===== src/pkg/demod_regs.svh =====
`ifndef DEMOD_REGS_SVH
`define DEMOD_REGS_SVH

// ====================
// Register byte offsets.
`define ADR_CTRL          8'h00
`define ADR_SEQ_CMD       8'h04
`define ADR_STAGE_TIME    8'h08
`define ADR_STATUS        8'h0C
`define ADR_MASK          8'h10
`define ADR_STATE         8'h14
`define ADR_MINUTES       8'h18
`define ADR_FILTER        8'h1C

// ====================
// Control register fields.
`define CTRL_W            6
`define CTRL_EXT_BIT      0
`define CTRL_RATE_LSB     1
`define CTRL_RATE_MSB     2
`define CTRL_REF_EN_BIT   3
`define CTRL_REF40_BIT    4
`define CTRL_IF140_BIT    5
`define CTRL_RESET        6'h00

// ====================
// Sequence command bits.
`define CMD_WARM_BIT      0
`define CMD_SHUT_BIT      1

// ====================
// Interrupt status and mask bits.
`define IRQ_W             4
`define IRQ_SEQ_DONE_BIT  0
`define IRQ_LOW_BAT_BIT   1
`define IRQ_MINUTE_BIT    2
`define IRQ_SYMBOL_BIT    3
`define IRQ_RESET         4'h0

// ====================
// State register fields.
`define ST_LINES_LSB      0
`define ST_LINES_MSB      7
`define ST_BUSY_BIT       8
`define ST_LOW_BAT_BIT    9
`define ST_SYM_LSB        10
`define ST_SYM_MSB        11
`define ST_EXT_BIT        12
`define ST_EDGES_LSB      16
`define ST_EDGES_MSB      27

// ====================
// Filter register fields and other reset values.
`define FILT_LOW_LSB      0
`define FILT_LOW_MSB      3
`define FILT_HIGH_LSB     4
`define FILT_HIGH_MSB     7
`define FILT_RESET        8'h21
`define STAGE_TIME_RESET  16'h0010

// ====================
// Receiver stage line indices.
`define STAGE_TOP         3'h7
`define STAGE_EXT_FIRST   3'h0
`define STAGE_INT_FIRST   3'h1

// ====================
// Frequencies in Hz and times in seconds.
`define SYS_HZ            28'd100000000
`define OSC_INT_HZ        28'd160000
`define OSC_EXT_HZ        28'd76800
`define REF_FRAC_HZ       20'd38400
`define REF_FRAC_MOD_HZ   20'd160000
`define SYM_LOW_HZ        28'd1600
`define SYM_HIGH_HZ       28'd3200
`define MINUTE_S          28'd60

`endif


===== src/pkg/demod_pkg.sv =====
package demod_pkg;

  // ========================================================================
  // Channel bit rate as stored in the control register.
  typedef enum logic [1:0] {
    RATE_1600,
    RATE_3200,
    RATE_6400,
    RATE_SPARE
  } rate_e;

  // ========================================================================
  // Receiver stage sequencer states.
  typedef enum logic [1:0] {
    SEQ_IDLE,
    SEQ_WARM,
    SEQ_SHUT
  } seq_state_e;

endpackage


===== src/pkg/rx_seq_if.sv =====
`timescale 1ns/1ps
interface rx_seq_if;
  logic        warm_go;
  logic        shut_go;
  logic        osc_tick;
  logic        ext_mode;
  logic        low_bat;
  logic [15:0] stage_ticks;
  logic [7:0]  lines;
  logic        busy;
  logic        done;
  logic        low_bat_hit;

  modport ctrl (
    output warm_go, shut_go, osc_tick, ext_mode, low_bat, stage_ticks,
    input  lines, busy, done, low_bat_hit
  );

  modport seq (
    input  warm_go, shut_go, osc_tick, ext_mode, low_bat, stage_ticks,
    output lines, busy, done, low_bat_hit
  );
endinterface


===== src/rtl/demod_mode_clock_and_rx_control.sv =====
// Design decisions made here: the register offsets and register access over Wishbone.
`timescale 1ns/1ps
`include "demod_regs.svh"
// Behaviour
// (RULE1) Internal mode takes one-bit limited IF input.
// (RULE2) Internal mode drives seven staged receiver controls.
// (RULE3) Low battery sampled during control sequences.
// (RULE4) One-minute interval timer for host timekeeping.
// (RULE5) Internal mode needs a 160 kHz oscillator.
// (RULE6) Internal reference: 38.4 kHz fractional or 40 kHz.
// (RULE7) External mode takes two-bit four-level symbols.
// (RULE8) External mode drives eight staged receiver controls.
// (RULE9) Filter bandwidth setting per symbol rate.
// (RULE10) External mode needs a 76.8 kHz oscillator.
// (RULE11) External reference output is 38.4 kHz when enabled.
// (RULE12) Demodulator timing follows 1600, 3200, 6400 bps.
// (RULE13) Shared pin: stage zero output or IF input.
// (RULE14) Symbol inputs are most and least significant bits.
// (RULE15) External detector drives the low battery input.
// (RULE16) Mode bit steers pin, lines and reference divider.
// (RULE17) External reference divides by two; disable holds low.
module demod_mode_clock_and_rx_control #(
  parameter int unsigned MINUTE_TICKS_INT = `MINUTE_S * `OSC_INT_HZ,
  parameter int unsigned MINUTE_TICKS_EXT = `MINUTE_S * `OSC_EXT_HZ
) (
  input  wire logic        sys_clk_in,
  input  wire logic        reset_n_in,
  input  wire logic        wb_cyc_in,
  input  wire logic        wb_stb_in,
  input  wire logic        wb_we_in,
  input  wire logic [7:0]  wb_adr_in,
  input  wire logic [3:0]  wb_sel_in,
  input  wire logic [31:0] wb_dat_in,
  output logic      [31:0] wb_dat_out,
  output logic             wb_ack_out,
  output logic             irq_out,
  input  wire logic        limited_if_input_in,
  output logic             stage_zero_receiver_control_out,
  output logic             stage_zero_receiver_control_oe_out,
  output logic      [6:0]  receiver_stage_controls_out,
  output logic      [6:0]  receiver_stage_controls_oe_out,
  input  wire logic        symbol_msb_input_in,
  input  wire logic        symbol_lsb_input_in,
  input  wire logic        low_battery_input_in,
  output logic             reference_clock_output_out,
  output logic      [3:0]  filter_bw_code_out
);

  typedef struct packed {
    logic [`CTRL_W-1:0] ctrl;
    logic [7:0]         filt;
    logic [15:0]        stage_time;
    logic [`IRQ_W-1:0]  status;
    logic [`IRQ_W-1:0]  mask;
    logic               ack;
    logic [31:0]        rdata;
    logic               warm_go;
    logic               shut_go;
    logic [23:0]        minute_cnt;
    logic [15:0]        minutes;
    logic [7:0]         sym_cnt;
    logic [1:0]         symbol;
    logic [11:0]        edge_acc;
    logic [11:0]        edges;
    logic [3:0]         filt_code;
    logic [1:0]         lb_sync;
    logic [1:0]         msb_sync;
    logic [1:0]         lsb_sync;
    logic [2:0]         if_sync;
  } top_s;

  top_s              st_r;
  top_s              st_nxt;
  logic              osc_tick;
  logic              ext_mode;
  logic              high_rate;
  logic              req;
  logic              minute_ev;
  logic              sym_ev;
  logic [`IRQ_W-1:0] events;
  logic [`IRQ_W-1:0] rd_clear;
  logic [31:0]       state_word;
  logic [23:0]       minute_last;
  logic [7:0]        sym_last;

  rx_seq_if seq_bus ();

  // ====================
  // Decoding helpers.
  // Only the 6400 bps rate runs at the higher symbol rate of 3200 per second.
  function automatic logic is_high_rate(input logic [1:0] rate);
    return demod_pkg::rate_e'(rate) == demod_pkg::RATE_6400;
  endfunction

  function automatic logic [31:0] merge_bytes(input logic [31:0] old_val,
                                              input logic [31:0] new_val,
                                              input logic [3:0]  sel);
    logic [31:0] res;
    res = old_val;
    for (int i = 0; i < 4; i++) begin
      if (sel[i]) begin
        res[i*8 +: 8] = new_val[i*8 +: 8];
      end
    end
    return res;
  endfunction

  // Oscillator ticks per symbol, derived from the rates.
  function automatic logic [7:0] sym_period(input logic ext, input logic high);
    logic [27:0] osc;
    logic [27:0] per;
    osc = ext ? `OSC_EXT_HZ : `OSC_INT_HZ;
    per = osc / (high ? `SYM_HIGH_HZ : `SYM_LOW_HZ);
    return per[7:0];
  endfunction

  // ====================
  // Mode decoding.
  assign ext_mode    = st_r.ctrl[`CTRL_EXT_BIT]; // RULE16
  assign high_rate   = is_high_rate(st_r.ctrl[`CTRL_RATE_MSB:`CTRL_RATE_LSB]);
  assign req         = wb_cyc_in && wb_stb_in && !st_r.ack;
  assign minute_last = ext_mode ? 24'(MINUTE_TICKS_EXT - 1) : 24'(MINUTE_TICKS_INT - 1);
  assign sym_last    = sym_period(ext_mode, high_rate) - 8'h01; // RULE12
  assign minute_ev   = osc_tick && (st_r.minute_cnt >= minute_last);
  assign sym_ev      = osc_tick && (st_r.sym_cnt >= sym_last);

  always_comb begin
    state_word = '0;
    state_word[`ST_LINES_MSB:`ST_LINES_LSB] = seq_bus.lines;
    state_word[`ST_BUSY_BIT]                = seq_bus.busy;
    state_word[`ST_LOW_BAT_BIT]             = st_r.lb_sync[1];
    state_word[`ST_SYM_MSB:`ST_SYM_LSB]     = st_r.symbol;
    state_word[`ST_EXT_BIT]                 = ext_mode;
    state_word[`ST_EDGES_MSB:`ST_EDGES_LSB] = st_r.edges;
  end

  always_comb begin
    events = '0;
    events[`IRQ_SEQ_DONE_BIT] = seq_bus.done;
    events[`IRQ_LOW_BAT_BIT]  = seq_bus.low_bat_hit; // RULE3
    events[`IRQ_MINUTE_BIT]   = minute_ev;
    events[`IRQ_SYMBOL_BIT]   = sym_ev && ext_mode;
  end

  // ====================
  // Register file, timers and pin sampling.
  always_comb begin
    st_nxt         = st_r;
    st_nxt.ack     = req;
    st_nxt.warm_go = 1'b0;
    st_nxt.shut_go = 1'b0;
    rd_clear       = '0;

    // Pins from outside the clock domain pass two flip-flops first.
    st_nxt.lb_sync  = {st_r.lb_sync[0], low_battery_input_in}; // RULE15
    st_nxt.msb_sync = {st_r.msb_sync[0], symbol_msb_input_in};
    st_nxt.lsb_sync = {st_r.lsb_sync[0], symbol_lsb_input_in};
    st_nxt.if_sync  = {st_r.if_sync[1:0], limited_if_input_in};

    if (req) begin
      st_nxt.rdata = '0;
      case (wb_adr_in)
        `ADR_CTRL: begin
          st_nxt.rdata[`CTRL_W-1:0] = st_r.ctrl;
          if (wb_we_in) begin
            st_nxt.ctrl = `CTRL_W'(merge_bytes(32'(st_r.ctrl), wb_dat_in, wb_sel_in));
          end
        end
        `ADR_SEQ_CMD: begin
          if (wb_we_in && wb_sel_in[0]) begin
            st_nxt.warm_go = wb_dat_in[`CMD_WARM_BIT];
            st_nxt.shut_go = wb_dat_in[`CMD_SHUT_BIT] && !wb_dat_in[`CMD_WARM_BIT];
          end
        end
        `ADR_STAGE_TIME: begin
          st_nxt.rdata[15:0] = st_r.stage_time;
          if (wb_we_in) begin
            st_nxt.stage_time = 16'(merge_bytes(32'(st_r.stage_time), wb_dat_in, wb_sel_in));
          end
        end
        `ADR_STATUS: begin
          st_nxt.rdata[`IRQ_W-1:0] = st_r.status;
          if (!wb_we_in) begin
            rd_clear = st_r.status;
          end
        end
        `ADR_MASK: begin
          st_nxt.rdata[`IRQ_W-1:0] = st_r.mask;
          if (wb_we_in) begin
            st_nxt.mask = `IRQ_W'(merge_bytes(32'(st_r.mask), wb_dat_in, wb_sel_in));
          end
        end
        `ADR_STATE: begin
          st_nxt.rdata = state_word;
        end
        `ADR_MINUTES: begin
          st_nxt.rdata[15:0] = st_r.minutes; // RULE4
        end
        `ADR_FILTER: begin
          st_nxt.rdata[7:0] = st_r.filt;
          if (wb_we_in) begin
            st_nxt.filt = 8'(merge_bytes(32'(st_r.filt), wb_dat_in, wb_sel_in)); // RULE9
          end
        end
        default: begin
          st_nxt.rdata = '0;
        end
      endcase
    end

    // A new event in the cycle of a read still lands in the status.
    st_nxt.status = (st_r.status & ~rd_clear) | events;

    // Minute timebase counts oscillator ticks in either mode.
    if (osc_tick) begin
      if (minute_ev) begin
        st_nxt.minute_cnt = '0; // RULE4
        st_nxt.minutes    = st_r.minutes + 16'h0001;
      end else begin
        st_nxt.minute_cnt = st_r.minute_cnt + 24'h000001;
      end
    end

    // Symbol timing: sample the external symbol, or count IF transitions.
    if (st_r.if_sync[1] != st_r.if_sync[2] && !ext_mode) begin
      st_nxt.edge_acc = st_r.edge_acc + 12'h001; // RULE1
    end
    if (osc_tick) begin
      st_nxt.sym_cnt = sym_ev ? 8'h00 : st_r.sym_cnt + 8'h01; // RULE12
    end
    if (sym_ev) begin
      if (ext_mode) begin
        st_nxt.symbol = {st_r.msb_sync[1], st_r.lsb_sync[1]}; // RULE7 RULE14
      end
      st_nxt.edges    = st_r.edge_acc;
      st_nxt.edge_acc = '0;
    end

    // Each symbol rate has its own post-detection filter setting.
    st_nxt.filt_code = high_rate ? st_r.filt[`FILT_HIGH_MSB:`FILT_HIGH_LSB]
                                 : st_r.filt[`FILT_LOW_MSB:`FILT_LOW_LSB]; // RULE9
  end

  always_ff @(posedge sys_clk_in or negedge reset_n_in) begin
    if (!reset_n_in) begin
      st_r            <= '0;
      st_r.ctrl       <= `CTRL_RESET;
      st_r.filt       <= `FILT_RESET;
      st_r.stage_time <= `STAGE_TIME_RESET;
      st_r.status     <= `IRQ_RESET;
      st_r.mask       <= `IRQ_RESET;
    end else begin
      st_r <= st_nxt;
    end
  end

  // ====================
  // Sequencer and reference clock.
  assign seq_bus.warm_go     = st_r.warm_go;
  assign seq_bus.shut_go     = st_r.shut_go;
  assign seq_bus.osc_tick    = osc_tick;
  assign seq_bus.ext_mode    = ext_mode; // RULE16
  assign seq_bus.low_bat     = st_r.lb_sync[1];
  assign seq_bus.stage_ticks = st_r.stage_time;

  rx_stage_sequencer u_seq (
    .sys_clk_in (sys_clk_in),
    .reset_n_in (reset_n_in),
    .bus        (seq_bus.seq)
  );

  ref_clock_divider u_ref (
    .sys_clk_in          (sys_clk_in),
    .reset_n_in          (reset_n_in),
    .ext_mode_in         (ext_mode), // RULE16
    .ref_en_in           (st_r.ctrl[`CTRL_REF_EN_BIT]),
    .ref_sel40_in        (st_r.ctrl[`CTRL_REF40_BIT]),
    .osc_tick_out        (osc_tick),
    .reference_clock_out (reference_clock_output_out)
  );

  // ====================
  // Outputs.
  // The shared pin is driven only in external mode; otherwise it is the IF input.
  assign stage_zero_receiver_control_out    = seq_bus.lines[`STAGE_EXT_FIRST]; // RULE13
  assign stage_zero_receiver_control_oe_out = ext_mode; // RULE13
  assign receiver_stage_controls_out        = seq_bus.lines[7:1]; // RULE2 RULE8
  assign receiver_stage_controls_oe_out     = {7{1'b1}};
  assign wb_dat_out                         = st_r.rdata;
  assign wb_ack_out                         = st_r.ack;
  assign irq_out                            = |(st_r.status & st_r.mask);
  assign filter_bw_code_out                 = st_r.filt_code;

endmodule


===== src/rtl/ref_clock_divider.sv =====
`timescale 1ns/1ps
`include "demod_regs.svh"
module ref_clock_divider (
  input  wire logic sys_clk_in,
  input  wire logic reset_n_in,
  input  wire logic ext_mode_in,
  input  wire logic ref_en_in,
  input  wire logic ref_sel40_in,
  output logic      osc_tick_out,
  output logic      reference_clock_out
);

  typedef struct packed {
    logic [27:0] osc_acc;
    logic [19:0] frac_acc;
    logic        div;
    logic        ref_clk;
    logic        tick;
  } ref_s;

  ref_s        st_r;
  ref_s        st_nxt;
  logic [27:0] osc_sum;
  logic [19:0] frac_sum;

  // ==========================================================================
  // Oscillator tick emulation and reference clock division.
  // The oscillator is modelled as a tick enable from a phase accumulator, so
  // 76.8 kHz has a jitter of one system cycle against 100 MHz.
  always_comb begin
    st_nxt   = st_r;
    osc_sum  = st_r.osc_acc + (ext_mode_in ? `OSC_EXT_HZ : `OSC_INT_HZ);
    frac_sum = st_r.frac_acc + `REF_FRAC_HZ + `REF_FRAC_HZ;
    st_nxt.tick = 1'b0;
    if (osc_sum >= `SYS_HZ) begin
      st_nxt.osc_acc = osc_sum - `SYS_HZ;
      st_nxt.tick    = 1'b1;
    end else begin
      st_nxt.osc_acc = osc_sum;
    end
    if (!ref_en_in) begin
      st_nxt.ref_clk  = 1'b0; // RULE17
      st_nxt.div      = 1'b0;
      st_nxt.frac_acc = '0;
    end else if (st_r.tick) begin
      if (ext_mode_in) begin
        st_nxt.ref_clk = ~st_r.ref_clk; // RULE11 RULE17
      end else if (ref_sel40_in) begin
        st_nxt.div = ~st_r.div;
        if (st_r.div) begin
          st_nxt.ref_clk = ~st_r.ref_clk; // RULE6
        end
      end else if (frac_sum >= `REF_FRAC_MOD_HZ) begin
        st_nxt.frac_acc = frac_sum - `REF_FRAC_MOD_HZ;
        st_nxt.ref_clk  = ~st_r.ref_clk; // RULE6
      end else begin
        st_nxt.frac_acc = frac_sum;
      end
    end
  end

  always_ff @(posedge sys_clk_in or negedge reset_n_in) begin
    if (!reset_n_in) begin
      st_r <= '0;
    end else begin
      st_r <= st_nxt;
    end
  end

  assign osc_tick_out        = st_r.tick;
  assign reference_clock_out = st_r.ref_clk;

endmodule


===== src/rtl/rx_stage_sequencer.sv =====
`timescale 1ns/1ps
`include "demod_regs.svh"
module rx_stage_sequencer (
  input  wire logic sys_clk_in,
  input  wire logic reset_n_in,
  rx_seq_if.seq     bus
);

  typedef struct packed {
    demod_pkg::seq_state_e state;
    logic [2:0]            stage;
    logic [15:0]           cnt;
    logic [7:0]            lines;
    logic                  done;
    logic                  hit;
  } seq_s;

  seq_s       st_r;
  seq_s       st_nxt;
  logic [2:0] first;
  logic       step;

  // ==========================================================================
  // Staged warm-up turns lines on lowest first; shutdown turns them off from
  // the top. Commands that arrive while a sequence runs are dropped.
  always_comb begin
    st_nxt      = st_r;
    st_nxt.done = 1'b0;
    st_nxt.hit  = 1'b0;
    first = bus.ext_mode ? `STAGE_EXT_FIRST : `STAGE_INT_FIRST; // RULE2 RULE8
    step  = bus.osc_tick && (st_r.cnt + 16'h0001 >= bus.stage_ticks);
    case (st_r.state)
      demod_pkg::SEQ_IDLE: begin
        st_nxt.cnt = '0;
        if (bus.warm_go) begin
          st_nxt.state = demod_pkg::SEQ_WARM;
          st_nxt.stage = first;
        end else if (bus.shut_go) begin
          st_nxt.state = demod_pkg::SEQ_SHUT;
          st_nxt.stage = `STAGE_TOP;
        end
      end
      demod_pkg::SEQ_WARM, demod_pkg::SEQ_SHUT: begin
        if (bus.osc_tick) begin
          st_nxt.cnt = st_r.cnt + 16'h0001;
        end
        if (step) begin
          st_nxt.cnt = '0;
          st_nxt.lines[st_r.stage] = (st_r.state == demod_pkg::SEQ_WARM);
          st_nxt.hit = bus.low_bat; // RULE3
          if ((st_r.state == demod_pkg::SEQ_WARM) ? (st_r.stage == `STAGE_TOP)
                                                  : (st_r.stage == first)) begin
            st_nxt.state = demod_pkg::SEQ_IDLE;
            st_nxt.done  = 1'b1;
          end else if (st_r.state == demod_pkg::SEQ_WARM) begin
            st_nxt.stage = st_r.stage + 3'h1;
          end else begin
            st_nxt.stage = st_r.stage - 3'h1;
          end
        end
      end
      default: begin
        st_nxt.state = demod_pkg::SEQ_IDLE;
      end
    endcase
    // The shared pin is an input in internal mode, so its stage stays off.
    if (!bus.ext_mode) begin
      st_nxt.lines[`STAGE_EXT_FIRST] = 1'b0; // RULE13
    end
  end

  always_ff @(posedge sys_clk_in or negedge reset_n_in) begin
    if (!reset_n_in) begin
      st_r <= '0;
    end else begin
      st_r <= st_nxt;
    end
  end

  assign bus.lines       = st_r.lines;
  assign bus.busy        = (st_r.state != demod_pkg::SEQ_IDLE);
  assign bus.done        = st_r.done;
  assign bus.low_bat_hit = st_r.hit;

endmodule

===== config.mk =====
export PLATFORM = sky130hd
export DESIGN_NAME = demod_mode_clock_and_rx_control
export DESIGN_NICKNAME = d
export VERILOG_FILES = /design/src/pkg/demod_pkg.sv /design/src/pkg/rx_seq_if.sv /design/src/rtl/demod_mode_clock_and_rx_control.sv /design/src/rtl/ref_clock_divider.sv /design/src/rtl/rx_stage_sequencer.sv
export VERILOG_INCLUDE_DIRS = /design/src /design/src/pkg
export SDC_FILE = /design/constraint.sdc
export NUM_CORES = 1
export LEC_CHECK = 0
export BUFFER_PORTS_ARGS = -buffer_cell sky130_fd_sc_hd__buf_2
export CAP_MARGIN = 20
export CORE_MARGIN = 2
export CORE_UTILIZATION = 60
export CTS_BUF_LIST = sky130_fd_sc_hd__clkbuf_4
export CTS_CLUSTER_DIAMETER = 50
export DETAILED_ROUTE_END_ITERATION = 12
export GPL_ROUTABILITY_DRIVEN = 0
export GPL_TIMING_DRIVEN = 0
export HOLD_SLACK_MARGIN = 0.02
export PLACE_DENSITY_LB_ADDON = 0.08
export SYNTH_ARGS = -nofsm -noshare
export SYNTH_HDL_FRONTEND = slang
export SYNTH_HIERARCHICAL = 1
export SYNTH_SLANG_ARGS = --single-unit

===== constraint.sdc =====
create_clock -name sys_clk_in -period 4.9 [get_ports sys_clk_in]
set_input_delay 0.49 -clock sys_clk_in [delete_from_list [all_inputs] [get_ports sys_clk_in]]
set_output_delay 0.49 -clock sys_clk_in [all_outputs]
set_load 0.05 [all_outputs]

==> impl_metrics.env <==
export IMPL_vias=11000
export IMPL_clkPwrFrac_pct=33.6
export IMPL_busiest_layer="met2"
export IMPL_report_final_slew_viol_count=0
export IMPL_ctsRootBufferMaster="clkbuf_4"
export IMPL_clock_path_buffers=3
export IMPL_utilization_pct=69.5
export IMPL_reg2reg_depth=18
export IMPL_synth_warnings=6
export IMPL_final_nets=1667
export IMPL_max_freq_mhz=221
export IMPL_crit_type="flip-flop to flip-flop"
export IMPL_ios=108
export IMPL_rows=54
export IMPL_numCtsBuffers=61
export IMPL_crit_path_frequent_cell="ha_1"
export IMPL_status="finished, final reports clean"
export IMPL_met2_usage_pct=43.6
export IMPL_fillers=1756
export IMPL_endpoint_kind="flip-flop"
export IMPL_grt_pass1_wl_um=52700
export IMPL_start_util_pct=61.5
export IMPL_crit_slowest_cell="nor3_1"
export IMPL_finalSetupViolations=0
export IMPL_portBuffers=76
export IMPL_seqPwrFrac_pct=40.5
export IMPL_ys_flop_type="dfrtp_1"
export IMPL_hold_violations=0
export IMPL_gr_usage_met3_pct=4.96
export IMPL_r2r_end="st_r[37]"
export IMPL_via_per_inst=5.86
export IMPL_cp_slowest_stage_delay_ns=0.72
export IMPL_p_sw_mw=1.66
export IMPL_die_w_um=154
export IMPL_dieArea_um2=23700
export IMPL_period_share_pct=92.5
export IMPL_avgRoutedWirePerCell_um=16.9
export IMPL_tightest_slew_ns=0.976
export IMPL_grtUsageTotal_pct=27.1
export IMPL_min_from="wb_dat_in[0]"
export IMPL_hp_class="input pin to flip-flop"
export IMPL_critPathRequiredTime_ns=5.46
export IMPL_switching_share_pct=33.7
export IMPL_place_ws_ns=-0.172
export IMPL_setup_ws_ns=0.368
export IMPL_drtIter0Drc=750
export IMPL_core_area_um2=22000
export IMPL_critPathMaxFanout=11
export IMPL_cts_sinks=222
export IMPL_comb_power_share_pct=25.9
export IMPL_ys_types=105
export IMPL_synth_async_reset_ratio_pct=100
export IMPL_drive_above_1_share_pct=21.4
export IMPL_drcViolationCount=0
export IMPL_critPathArrivalTime_ns=5.09
export IMPL_slew_headroom_pct=34.7
export IMPL_cts_htree_levels=2
export IMPL_detail_route_antenna_nets=0
export IMPL_worst_skew_pair_late_latency_ns=0.69
export IMPL_tns_ns=0
export IMPL_p_total_mw=4.92
export IMPL_antenna_found_initial=2
export IMPL_met1_usage_pct=36.7
export IMPL_cp_start_kind="flip-flop"
export IMPL_synth_seq_cells=222
export IMPL_finalCriticalPeriod_ns=4.53
export IMPL_cap_viol_max_count=0
export IMPL_path_clk_slew_ns=0.07
export IMPL_synth_edf_count=0
export IMPL_syn_avg_cell_area_um2=9.78
export IMPL_area_growth_pct=12.9
export IMPL_reg2reg_slack_ns=0.37
export IMPL_p_int_mw=3.26
export IMPL_seq_area_frac_synth_pct=41.1
export IMPL_dr_pass1_iters=5
export IMPL_postSynthCellCount=1381
export IMPL_grt_max_degree=118
export IMPL_cts_tree="done"
export IMPL_drt_total_wl_um=31800
export IMPL_crit_chain="nand2b_1 > clkbuf_1 > inv_1 > ha_1 > inv_1 > o31ai_1 > nor2_1 > a21oi_1 > ha_1 > a21o_1 > a311oi_1 > ha_1 > nand2b_1 > a21o_1 > a21oi_1 > o21a_1 > nor3_1 > mux2_2"
export IMPL_clock_skew_ns=0.0330
export IMPL_r2r_start="st_r[155]"
export IMPL_syn_area_um2=13500
export IMPL_min_to="seq_bus.shut_go"
export IMPL_powerDensity_nw_per_um2=322
export IMPL_overflow=0
export IMPL_worst_hold_path_num_cells=2
export IMPL_vdd_drop_max_mv=0.237
export IMPL_grt_pass1_vias=10700
export IMPL_rsz0062_at_grt="no"
export IMPL_dp_hpwl_um=22300
export IMPL_die_y_um=154
export IMPL_leakagePower_nw=7.22
-- worst max path at each step --
stage,startpoint,end,cells after the start
after floorplan,stage_zero_receiver_control_oe_out,st_r[13],16
after global placement,reset_n_in,u_seq/st_r[21],1
after detailed placement,stage_zero_receiver_control_oe_out,st_r[38],15
after CTS,stage_zero_receiver_control_oe_out,st_r[37],15
after global routing,st_r[155],st_r[32],20
final,st_r[155],st_r[37],18
-- timing repair --
item / CTS / global route
hold buffers: 14 / 1
setup buffers: 0 / 0
setup endpoints to repair: 24 / 6
endpoints found under the hold margin: 129 / 1
gates resized for setup: 1 / 1
-- layer usage --
layer / vias to the layer above / wire length [um]
li1: 5296 / -
met1: 5317 / 14300
met2: 316 / 14700
met3: 77 / 1800
met4: 0 / 1000
met5: - / 0
-- cell usage after synthesis, types with 5 or more instances --
library cell | n | share of area (%)
and2_1 | 6 | 0.28
a22o_1 | 8 | 0.52
ha_1 | 67 | 6.2
o21a_1 | 5 | 0.28
nor2b_1 | 10 | 0.46
o21ai_1 | 5 | 0.19
nor4_1 | 18 | 0.83
and3_1 | 20 | 0.93
nand3_1 | 52 | 1.9
a21oi_1 | 47 | 1.7
nand4_1 | 28 | 1.3
mux2i_1 | 15 | 1.1
mux2_1 | 19 | 1.6
buf_4 | 54 | 3.0
a32o_1 | 8 | 0.59
xnor2_1 | 61 | 4.0
buf_2 | 15 | 0.56
o31ai_1 | 10 | 0.56
nor2_1 | 109 | 3.0
o211ai_1 | 8 | 0.44
xor2_1 | 39 | 2.5
a221oi_1 | 10 | 0.65
a31oi_1 | 12 | 0.56
nor4_2 | 6 | 0.56
and4_1 | 5 | 0.32
a211oi_1 | 9 | 0.50
nand2_1 | 116 | 3.2
a22oi_1 | 6 | 0.33
dfrtp_1 | 219 | 41
or4_1 | 6 | 0.33
a21o_1 | 18 | 1.0
nor3b_1 | 6 | 0.33
clkbuf_1 | 23 | 0.64
o21ai_0 | 60 | 2.2
nor3_1 | 34 | 1.3
mux2_2 | 45 | 3.8
inv_1 | 60 | 1.7
nand2b_1 | 16 | 0.74
or3_1 | 10 | 0.46
-- sequential cells by signal, summed over array words and instances (netlist names) --
signal                              count
wb_ack_out                              1
u_seq/bus.done                          1
seq_bus.warm_go                         1
st_r                                   98
wb_dat_out                             28
st_nxt                                  5
u_seq/st_r                             21
u_ref/st_r                             33
seq_bus.shut_go                         1
u_seq/bus.low_bat_hit                   1
seq_bus.stage_ticks                    16
seq_bus.low_bat                         1
u_seq/bus.lines                         8
u_ref/reference_clock_out               1
u_ref/osc_tick_out                      1
filter_bw_code_out                      4
stage_zero_receiver_control_oe_out      1
-- cell families after synthesis --
| kind of cell | Yosys count | share of synthesized area, % |
|---|---|---|
| compound gates | 266 | 14.1 |
| simple gates | 478 | 18.6 |
| other cells | 2 | 0.0556 |
| buf+inv | 163 | 6.41 |
| xor+xnor | 102 | 6.72 |
| mux | 80 | 6.61 |
| fa+ha+maj | 68 | 6.35 |
| flops | 222 | 41.1 |
-- power groups by stage --
stage,Clock [mW],Combinational [mW],Sequential [mW]
after floorplan,0,0.984,2.01
after global placement,0,1.23,2.02
after detailed placement,0,1.25,2.02
after CTS,1.70,1.26,1.99
after global routing,1.81,1.41,2.00
final,1.65,1.28,1.99
-- layout make-up --
cell class | count | area, um^2 | area share [%]
Multi-Input combinational cell | 1005 | 7120 | 46.7
Clock inverter | 27 | 134 | 0.877
Sequential cell | 222 | 5560 | 36.5
Timing Repair Buffer | 93 | 573 | 3.76
Antenna cell | 3 | 7.51 | 0.0492
Tap cell | 280 | 350 | 2.30
Clock buffer | 86 | 646 | 4.23
Inverter | 61 | 229 | 1.50
Buffer | 102 | 637 | 4.17
-- worst max-delay path, delay by kind of cell (launching register included) --
family / cells / cell delay [ns]
AO/OA/AOI/OAI: 7 / 1.21
AND/OR/NAND/NOR: 4 / 1.03
adder cells (fa/ha/maj): 3 / 0.71
buffers and inverters: 3 / 0.63
multiplexers: 1 / 0.41
flip-flops: 1 / 0.40
-- placed cells by master, fill, tap and decap left out, types with 28 or more instances in the layout --
cell type,synthesis,layout
xor2_1,39,39
buf_2,15,90
clkbuf_4,0,86
nor2_1,109,109
nor3_1,34,34
xnor2_1,61,61
nand3_1,52,52
a21oi_1,47,47
nand2_1,116,116
o21ai_0,60,60
nand4_1,28,28
ha_1,67,67
dfrtp_1,219,218
buf_4,54,54
mux2_2,45,45
inv_1,60,60
-- through the flow --
step / cells / instance area, um^2 / hold slack [ns]
floorplan: 1390 / 13500 / 0.194
global placement: 1746 / 14300 / 0.332
detailed placement: 1747 / 14300 / 0.335
CTS: 1874 / 15200 / 0.0259
global route: 1878 / 15300 / 0.0366
finish: 1879 / 15300 / 0.112
Note: power is estimated with default switching activity, not from simulation.
